===== src/cond_regs_pkg.sv =====
// Constants, offsets, field positions and reset values of the condition, self-test and
// second interrupt enable register bank.
// Assumes a 16-bit host register port with a word address, running on clk.
// Operation
// - Condition code top bit reads one while enhanced controller mode is active.
// - Retry field reports 00, 01 or 11 retries; code 10 never produced.
// - Failed-message flag set on errors, loopback failure or no response.
// - Format-error flag set when remote terminal response had format error.
// - No-response flag set on no response or response timeout.
// - Flags 7 to 2 set and cleared by host and flag instruction only.
// - Flag 1 is compare equal result, flag 0 another compare result.
// - Shared address: read gives condition code, write goes to flag port.
// - Upper byte bit n clears flag n, lower byte bit n sets it.
// - Self-test bits 15 to 11 report protocol test progress and result.
// - Self-test bits 7, 6, 5 report memory test complete, running, passed.
// - Self-test bits 10 to 8 and 4 to 0 read zero.
// - Enable one raises interrupt on event, zero masks; status set anyway.
// - Enable bit 14 gates instruction parity error interrupt.
// - Enable bit 13 gates illegal command or monitor stored message interrupt.
// - Enable bit 12 gates queue rollover interrupt.
// - Enable bit 11 gates call stack overflow or underflow interrupt.
// - Enable bit 10 gates illegal opcode fetch interrupt.
// - Enable bits 9 to 6 gate the four half-full interrupts in order.
// - Enable bits 5 to 2 gate controller interrupt request instruction interrupts.
// - Enable bit 1 gates self-test done interrupt; bits 15 and 0 unused.
// - Event status bits set on event at enable position regardless of enable.
// - Request status bits take low four bits of request parameter.
package cond_regs_pkg;
  localparam logic [4:0] ADDR_COND_FLAGS = 5'h1b;
  localparam logic [4:0] ADDR_SELF_TEST = 5'h1c;
  localparam logic [4:0] ADDR_INT_ENABLE2 = 5'h1d;
  localparam logic [15:0] RESET_WORD = 16'h0000;
  localparam logic [15:0] ENABLE2_USED = 16'h7ffe;
  localparam int POS_ENH = 15;
  localparam int POS_RETRY = 13;
  localparam int POS_FAIL = 12;
  localparam int POS_FORMAT = 9;
  localparam int POS_NO_RESPONSE_FLAG = 8;
  localparam int POS_PROTO = 11;
  localparam int POS_MEM = 5;
  localparam int POS_REQ = 2;
  localparam logic [1:0] RETRY_NONE = 2'h0;
  localparam logic [1:0] RETRY_ONE = 2'h1;
  localparam logic [1:0] RETRY_TWO = 2'h3;
  typedef enum logic [1:0] {
    OUTCOME_IDLE = 2'b00,
    OUTCOME_DONE = 2'b01
  } outcome_state_t;
endpackage : cond_regs_pkg


===== src/cond_self_test_done_event_irq_regs.sv =====
// Top of the condition code, self-test status and second interrupt enable register bank.
// Assumes the host port presents one-cycle read and write strobes with a word address.
`timescale 1ns/1ps
module cond_self_test_done_event_irq_regs
  import cond_regs_pkg::*;
(
  // Clock and reset.
  input wire logic clk,
  input wire logic sys_rst,
  // Host register port.
  input wire logic host_rd,
  input wire logic host_wr,
  input wire logic [4:0] host_addr,
  input wire logic [15:0] host_wdata,
  output logic [15:0] host_rdata,
  output logic host_hit,
  // Controller mode and message outcome.
  input wire logic enhanced_controller_active,
  input wire logic msg_done,
  input wire logic [1:0] msg_retries,
  input wire logic msg_error,
  input wire logic msg_loopback_fail,
  input wire logic msg_format_error,
  input wire logic msg_no_response,
  input wire logic msg_timeout,
  // Flag instruction and compares.
  input wire logic flag_instruction,
  input wire logic [15:0] flag_instruction_word,
  input wire logic compare_valid,
  input wire logic compare_equal,
  input wire logic compare_other,
  // Self-test state.
  input wire logic [4:0] proto_test_state,
  input wire logic [2:0] mem_test_state,
  // Interrupt events.
  input wire logic instruction_parity_error,
  input wire logic illegal_command_event,
  input wire logic queue_rollover,
  input wire logic call_stack_error,
  input wire logic illegal_opcode_event,
  input wire logic term_cmd_stack_half,
  input wire logic term_circ_buffer_half,
  input wire logic monitor_cmd_stack_half,
  input wire logic monitor_data_stack_half,
  input wire logic request_instruction,
  input wire logic [15:0] request_parameter,
  input wire logic self_test_done_event,
  // Second status register view and gated events.
  output logic [15:0] event_status,
  output logic [15:0] event_pulse,
  output logic [15:0] interrupt_request
);
  logic [15:0] second_interrupt_enable;
  logic [1:0] retry_count;
  logic failed_message_flag;
  logic format_error_flag;
  logic no_response_flag;
  logic [7:0] flags;
  logic [5:0] general_flags_upper;
  logic general_flag_equal;
  logic general_flag_compare;
  logic [15:0] controller_condition_code;
  logic [15:0] self_test_status_flags;
  logic [3:0] controller_request_bits;
  logic [15:0] next_event;
  logic cond_write;
  outcome_state_t outcome_state;

  ////////////////////////////////////////////////////////////////////////////
  // Host decode.
  assign cond_write = host_wr && host_addr == ADDR_COND_FLAGS;

  always_comb begin
    if (host_addr == ADDR_COND_FLAGS) begin
      host_hit = 1'b1;
    end else if (host_addr == ADDR_SELF_TEST) begin
      host_hit = 1'b1;
    end else if (host_addr == ADDR_INT_ENABLE2) begin
      host_hit = 1'b1;
    end else begin
      host_hit = 1'b0;
    end
  end

  always_ff @(posedge clk) begin
    if (sys_rst) begin
      host_rdata <= RESET_WORD;
    end else if (host_rd) begin
      if (host_addr == ADDR_COND_FLAGS) begin
        host_rdata <= controller_condition_code;
      end else if (host_addr == ADDR_SELF_TEST) begin
        host_rdata <= self_test_status_flags;
      end else if (host_addr == ADDR_INT_ENABLE2) begin
        host_rdata <= second_interrupt_enable;
      end else begin
        host_rdata <= RESET_WORD;
      end
    end
  end

  ////////////////////////////////////////////////////////////////////////////
  // Enable register.
  always_ff @(posedge clk) begin
    if (sys_rst) begin
      second_interrupt_enable <= RESET_WORD;
    end else if (host_wr && host_addr == ADDR_INT_ENABLE2) begin
      second_interrupt_enable <= host_wdata & ENABLE2_USED;
    end
  end

  ////////////////////////////////////////////////////////////////////////////
  // Message outcome.
  always_ff @(posedge clk) begin
    if (sys_rst) begin
      outcome_state <= OUTCOME_IDLE;
      retry_count <= RETRY_NONE;
      failed_message_flag <= 1'b0;
      format_error_flag <= 1'b0;
      no_response_flag <= 1'b0;
    end else if (msg_done) begin
      outcome_state <= OUTCOME_DONE;
      case (msg_retries)
        2'h0: retry_count <= RETRY_NONE;
        2'h1: retry_count <= RETRY_ONE;
        default: retry_count <= RETRY_TWO;
      endcase
      failed_message_flag <= msg_error || msg_loopback_fail || msg_no_response
        || msg_timeout;
      format_error_flag <= msg_format_error;
      no_response_flag <= msg_no_response || msg_timeout;
    end
  end

  general_flags u_flags (
    .clk(clk),
    .sys_rst(sys_rst),
    .host_we(cond_write),
    .host_wdata(host_wdata),
    .flag_instruction(flag_instruction),
    .flag_instruction_word(flag_instruction_word),
    .compare_valid(compare_valid),
    .compare_equal(compare_equal),
    .compare_other(compare_other),
    .flags(flags)
  );

  assign general_flags_upper = flags[7:2];
  assign general_flag_equal = flags[1];
  assign general_flag_compare = flags[0];

  always_comb begin
    controller_condition_code = RESET_WORD;
    controller_condition_code[POS_ENH] = enhanced_controller_active;
    controller_condition_code[POS_RETRY +: 2] = retry_count;
    controller_condition_code[POS_FAIL] = failed_message_flag;
    controller_condition_code[POS_FORMAT] = format_error_flag;
    controller_condition_code[POS_NO_RESPONSE_FLAG] = no_response_flag;
    controller_condition_code[7:2] = general_flags_upper;
    controller_condition_code[1] = general_flag_equal;
    controller_condition_code[0] = general_flag_compare;
  end

  ////////////////////////////////////////////////////////////////////////////
  // Self-test status.
  always_comb begin
    self_test_status_flags = RESET_WORD;
    self_test_status_flags[POS_PROTO +: 5] = proto_test_state;
    self_test_status_flags[POS_MEM +: 3] = mem_test_state;
  end

  ////////////////////////////////////////////////////////////////////////////
  // Second status and gated interrupts.
  always_comb begin
    next_event = RESET_WORD;
    next_event[14] = instruction_parity_error;
    next_event[13] = illegal_command_event;
    next_event[12] = queue_rollover;
    next_event[11] = call_stack_error;
    next_event[10] = illegal_opcode_event;
    next_event[9] = term_cmd_stack_half;
    next_event[8] = term_circ_buffer_half;
    next_event[7] = monitor_cmd_stack_half;
    next_event[6] = monitor_data_stack_half;
    if (request_instruction) begin
      next_event[POS_REQ +: 4] = request_parameter[3:0];
    end
    next_event[1] = self_test_done_event;
  end

  always_ff @(posedge clk) begin
    if (sys_rst) begin
      controller_request_bits <= 4'h0;
    end else if (request_instruction) begin
      controller_request_bits <= request_parameter[3:0];
    end
  end

  always_ff @(posedge clk) begin
    if (sys_rst) begin
      event_status <= RESET_WORD;
      event_pulse <= RESET_WORD;
      interrupt_request <= RESET_WORD;
    end else begin
      event_status[15:6] <= event_status[15:6] | next_event[15:6];
      event_status[1] <= event_status[1] | next_event[1];
      event_status[POS_REQ +: 4] <= request_instruction ? request_parameter[3:0]
        : controller_request_bits;
      event_pulse <= next_event;
      interrupt_request <= next_event & second_interrupt_enable;
    end
  end

  a_retry_code_legal: assert property (@(posedge clk) disable iff (sys_rst)
    retry_count != 2'h2)
    else $error("retry code 10 produced");
  a_enh_bit_follows: assert property (@(posedge clk) disable iff (sys_rst)
    host_rd && host_addr == ADDR_COND_FLAGS |=>
      host_rdata[15] == $past(enhanced_controller_active))
    else $error("enhanced bit wrong");
  a_fail_on_no_response_flag: assert property (@(posedge clk) disable iff (sys_rst)
    msg_done && msg_no_response |=> failed_message_flag && no_response_flag)
    else $error("no response not flagged");
  a_format_follows: assert property (@(posedge clk) disable iff (sys_rst)
    msg_done |=> format_error_flag == $past(msg_format_error))
    else $error("format flag wrong");
  a_timeout_no_response_flag: assert property (@(posedge clk) disable iff (sys_rst)
    msg_done && msg_timeout |=> no_response_flag)
    else $error("timeout not flagged");
  a_outcome_idle_zero: assert property (@(posedge clk) disable iff (sys_rst)
    outcome_state == OUTCOME_IDLE |-> controller_condition_code[14:8] == 7'h00)
    else $error("outcome fields set before any message");
  a_self_test_done_event_zero_bits: assert property (@(posedge clk) disable iff (sys_rst)
    host_rd && host_addr == ADDR_SELF_TEST |=> (host_rdata & 16'h071f) == 16'h0000)
    else $error("self-test zero bits set");
  a_self_test_done_event_proto_read: assert property (@(posedge clk) disable iff (sys_rst)
    host_rd && host_addr == ADDR_SELF_TEST |=> host_rdata[15:11] == $past(proto_test_state))
    else $error("protocol test field wrong");
  a_self_test_done_event_mem_read: assert property (@(posedge clk) disable iff (sys_rst)
    host_rd && host_addr == ADDR_SELF_TEST |=> host_rdata[7:5] == $past(mem_test_state))
    else $error("memory test field wrong");
  a_shared_write: assert property (@(posedge clk) disable iff (sys_rst)
    host_wr && host_addr == ADDR_COND_FLAGS |=>
      second_interrupt_enable == $past(second_interrupt_enable))
    else $error("condition write reached enable");
  a_unused_enable: assert property (@(posedge clk) disable iff (sys_rst)
    second_interrupt_enable[15] == 1'b0 && second_interrupt_enable[0] == 1'b0)
    else $error("unused enable bit set");
  a_flag_instr_clear: assert property (@(posedge clk) disable iff (sys_rst)
    flag_instruction && !compare_valid |=>
      (flags & $past(flag_instruction_word[15:8])) == 8'h00)
    else $error("flag instruction clear lost");
  a_compare_loads: assert property (@(posedge clk) disable iff (sys_rst)
    compare_valid |=> flags[1:0] == $past({compare_equal, compare_other}))
    else $error("compare result not loaded");
  a_mask_gates_irq: assert property (@(posedge clk) disable iff (sys_rst)
    instruction_parity_error && !second_interrupt_enable[14] |=>
      !interrupt_request[14] && event_status[14])
    else $error("masked event raised interrupt");
  a_half_full_irq: assert property (@(posedge clk) disable iff (sys_rst)
    term_cmd_stack_half && second_interrupt_enable[9] |=> interrupt_request[9])
    else $error("half-full interrupt missing");
  a_opcode_status: assert property (@(posedge clk) disable iff (sys_rst)
    illegal_opcode_event |=> event_status[10])
    else $error("illegal opcode not recorded");
  a_enabled_irq: assert property (@(posedge clk) disable iff (sys_rst)
    self_test_done_event && second_interrupt_enable[1] |=> interrupt_request[1])
    else $error("enabled interrupt missing");
  a_status_sticky: assert property (@(posedge clk) disable iff (sys_rst)
    event_status[9] |=> event_status[9])
    else $error("status bit lost");
  a_req_bits_take: assert property (@(posedge clk) disable iff (sys_rst)
    request_instruction |=> event_status[5:2] == $past(request_parameter[3:0]))
    else $error("request bits wrong");
endmodule : cond_self_test_done_event_irq_regs


===== src/general_flags.sv =====
// General purpose flag word with host set/clear port, flag instruction and compare results.
// Assumes single-cycle strobes synchronous to clk.
`timescale 1ns/1ps
module general_flags
  import cond_regs_pkg::*;
(
  // Clock and reset.
  input wire logic clk,
  input wire logic sys_rst,
  // Host write port.
  input wire logic host_we,
  input wire logic [15:0] host_wdata,
  // Flag instruction port.
  input wire logic flag_instruction,
  input wire logic [15:0] flag_instruction_word,
  // Compare results.
  input wire logic compare_valid,
  input wire logic compare_equal,
  input wire logic compare_other,
  // Flags.
  output logic [7:0] flags
);
  logic [7:0] next_flags;
  logic [7:0] set_mask;
  logic [7:0] clr_mask;

  always_comb begin
    set_mask = 8'h00;
    clr_mask = 8'h00;
    if (host_we) begin
      set_mask = set_mask | host_wdata[7:0];
      clr_mask = clr_mask | host_wdata[15:8];
    end
    if (flag_instruction) begin
      set_mask = set_mask | flag_instruction_word[7:0];
      clr_mask = clr_mask | flag_instruction_word[15:8];
    end
    next_flags = (flags | set_mask) & ~clr_mask;
    if (compare_valid) begin
      next_flags[1] = compare_equal;
      next_flags[0] = compare_other;
    end
  end

  always_ff @(posedge clk) begin
    if (sys_rst) begin
      flags <= 8'h00;
    end else begin
      flags <= next_flags;
    end
  end

  a_flag_clear_wins: assert property (@(posedge clk) disable iff (sys_rst)
    (host_we && !flag_instruction && !compare_valid && host_wdata[15:8] != 8'h00)
      |=> ((flags & $past(host_wdata[15:8])) == 8'h00))
    else $error("flag clear did not win");
  a_flag_set_bits: assert property (@(posedge clk) disable iff (sys_rst)
    (host_we && !flag_instruction && !compare_valid && host_wdata[15:8] == 8'h00)
      |=> ((flags & $past(host_wdata[7:0])) == $past(host_wdata[7:0])))
    else $error("flag set lost");
endmodule : general_flags


===== config.mk =====
export PLATFORM = sky130hd
export DESIGN_NAME = cond_self_test_done_event_irq_regs
export DESIGN_NICKNAME = d
export VERILOG_FILES = /design/src/cond_regs_pkg.sv /design/src/cond_self_test_done_event_irq_regs.sv /design/src/general_flags.sv
export SDC_FILE = /design/constraint.sdc
export NUM_CORES = 1
export LEC_CHECK = 0
export BUFFER_PORTS_ARGS = -buffer_cell sky130_fd_sc_hd__buf_4
export CAP_MARGIN = 10
export CORE_MARGIN = 4
export CORE_UTILIZATION = 50
export CTS_CLUSTER_SIZE = 10
export DETAILED_ROUTE_END_ITERATION = 7
export GPL_TIMING_DRIVEN = 1
export PLACE_DENSITY = 0.93
export SETUP_SLACK_MARGIN = 0.1
export SKIP_LAST_GASP = 1
export SYNTH_ARGS = -nofsm -noshare
export SYNTH_HDL_FRONTEND = slang
export SYNTH_HIERARCHICAL = 1
export SYNTH_SLANG_ARGS = --single-unit
export TNS_END_PERCENT = 100

===== constraint.sdc =====
create_clock -name clk -period 2.6 [get_ports clk]
set_input_delay 0.52 -clock clk [delete_from_list [all_inputs] [get_ports clk]]
set_output_delay 0.52 -clock clk [all_outputs]
set_load 0.01 [all_outputs]

==> reports/metrics.cfg <==
[sta]
rsz0062_at_grt=false
fin_setup_tns_ns=0
final_max_slew_viol_count=0
fin_crit_ns=1.738
finalHoldViolCount=0
slew_headroom_pct=54.72
worst_pin_slew_ns=0.6791
setup_viol=0
holdWs_ns=0.3668
clock.fmax_ghz=0.5754
skew_ns=0.01031
finalCritPeriodShare_pct=66.84

[clock_network]
numCtsBuffers=9
hold_buffers=0
postCtsResizedCells=0
ctsLongestPathBuffers=2
cts_tree=yes
clkTransAtPathRegs_ns=0.09
clock_latency_ns=0.36
cts_setup_buffers=0
clock-sinks=85
cts_root_buf=clkbuf_8
htree_levels=3

[routing]
antenna_left=0
drt_iter0_drc=184
wl_um=9566
wire_per_inst_um=17.42
vias_per_cell=5.561
drt-pass1-iter-count=5
num_vias=3053
drc=0

[logic_synthesis]
synthXorXnorAreaFrac_pct=0
synth.cell_area_sq_um=3327
synth_top_family_by_area=simple AND/OR/NAND/NOR gates
synth_compound_area_share_pct=17.19
ys_async_sr_fraction_pct=0
synthCells=348
synth_seq_cells=85
synth_flop_cell=dfxtp_1
yosysWarnings=6
synth.area.mux_share_pct=0.9402
synthSimpleGateAreaFrac_pct=21.85
synth_edf_count=0
synth.avg_cell_area_sq_um=9.560
ys_types=42
synth-adder-area-share_pct=0
seq_area_frac_synth_pct=51.15

[layout]
ff_latch_area_sq_um=1702
final_cells=549
diodes=0
nFillCells=480
area.growth.synth_to_final_pct=33.58
nets=556
multiInputGateArea_sq_um=1353
drive_gt1_share_pct=35.17

[setup_path]
path_class=input pin to flip-flop
crit_fanout=14
crit_arrival_ns=1.96
rrSetupSlack_ns=1.54
cp_slowest_cell=and4b_1
required_ns=2.82
worst_setup_path_start_kind=input pin
max_stage_delay_ns=0.66
end_kind=flip-flop
crit_chain=buf_4 > and4b_1 > nand3_1 > a2111oi_0
reg2regPathDepth=2

[power_and_ir_drop]
p_leak_nw=1.895
p_per_area_nw_per_um2=639.1
vdd_ir_drop_max_mv=0.2899
finalPower_mw=2.840

[place]
gp_congestion=0.8373
place_inst=533
io_buffers=135
hpwl_um=6912

[die]
core-area_sq_um=6422
die_area_sq_um=8023
die_x_um=89.57
num_rows=29
ioPinCount=154
start_util_pct=51.80
dieHeight_um=89.57

[job]
maxCapViolations=0

[global_routing]
grt_antenna_before_repair=0
grt_pass1_vias=2919
grt-ovfl-total=0
grt_use_total_pct=23.97
grt_first_pass_wirelength_um=14330
grt_max_degree=69

[worst_hold_path]
hp-class=input pin to flip-flop
whs_path_depth=3

[outcome]
outcome=finished, final reports clean

==> per-stage QoR <==
step | setup slack, ns | utilization [%] | area (sq um)
after floorplan | 0.7956 | - | 3346
after global placement | 0.6784 | 65.36 | 4198
after detailed placement | 0.4638 | 65.36 | 4198
after CTS | 0.8857 | 69.20 | 4444
after global routing | 0.8386 | 69.20 | 4444
final | 0.8621 | 69.20 | 4444
==> worst max-delay path: cells and delay by family <==
family	cells	cell delay (ns)
compound gates	1	0.48
simple gates	2	0.82
buf+inv	1	0.13
==> per-layer routing <==
metal | GRT usage [%] | routed length [um]
met5 | 0 | 0
met4 | 11.64 | 252
met3 | 5.839 | 778
met2 | 42.35 | 4957
met1 | 26.84 | 3578
==> cell usage after synthesis (3+ instances only) <==
library cell	count	share of area, %
a21oi_1	21	3.2
a221o_1	5	1.5
nor2_1	48	5.4
o21ai_0	14	2.1
nand2b_1	6	1.1
nor3_1	12	1.8
a221oi_1	6	1.6
buf_6	9	3.0
a311oi_1	8	2.1
buf_4	6	1.4
nand2_1	7	0.79
a2111oi_2	4	1.8
o21bai_1	6	1.4
and2_1	14	2.6
a211oi_1	4	0.90
a221o_2	3	1.0
clkbuf_8	4	1.7
clkbuf_1	12	1.4
nand3_1	35	5.3
inv_1	3	0.34
dfxtp_1	85	51
nor2b_1	11	2.1
==> cell type report <==
type | count | area share (%)
Clock inverter | 7 | 2.759
Clock buffer | 9 | 2.787
Multi-Input combinational cell | 230 | 30.43
Timing Repair Buffer | 138 | 23.31
Sequential cell | 85 | 38.29
Inverter | 3 | 0.2534
Tap cell | 77 | 2.168
==> final timing paths <==
kind,from,endpoint
hold reg to reg,event_status[8],event_status[8]
setup reg to reg,second_interrupt_enable[1],host_rdata[1]
hold / removal,monitor_data_stack_half,event_status[6]
setup / recovery,host_addr[1],host_rdata[1]
==> state kept, by name, summed over array words and instances (netlist names) <==
signal / cells
controller_request_bits: 3
failed_message_flag: 1
u_flags/flags: 8
event_status: 11
retry_count: 2
second_interrupt_enable: 14
interrupt_request: 14
event_pulse: 14
format_error_flag: 1
host_rdata: 16
no_response_flag: 1
==> where the power goes <==
group	switching (mW)	leakage, nW	total [mW]	internal, mW
clock network	0.487	0.121	1.13	0.644
registers	0.0272	0.697	1.38	1.35
logic	0.161	1.08	0.329	0.168
==> cell usage in the layout, fill, tap and decap left out, types with 2 or more instances in the layout <==
| cell type | n |
|---|---|
| a2111oi_0 | 2 |
| a221o_1 | 5 |
| a211oi_1 | 4 |
| nor2b_1 | 11 |
| conb_1 | 6 |
| dfxtp_1 | 85 |
| a2111oi_2 | 4 |
| a221o_2 | 3 |
| o21ai_0 | 14 |
| inv_1 | 3 |
| mux2i_1 | 2 |
| buf_4 | 138 |
| and2_1 | 14 |
| bufinv_16 | 3 |
| nand3_1 | 35 |
| nand2_1 | 7 |
| nor2_1 | 48 |
| a21oi_1 | 21 |
| nor3_1 | 12 |
| a311oi_1 | 8 |
| clkbuf_8 | 9 |
| o21bai_1 | 6 |
| nand2b_1 | 6 |
| nand3_2 | 2 |
| a221oi_1 | 6 |
| a32o_1 | 2 |
==> kinds of logic after synthesis <==
| group | after synthesis |
|---|---|
| other | 1 |
| AND/OR/NAND/NOR | 144 |
| buffers and inverters | 38 |
| flip-flops | 85 |
| multiplexers | 3 |
| AO/OA/AOI/OAI | 77 |
Note: power is estimated with default switching activity, not from simulation.
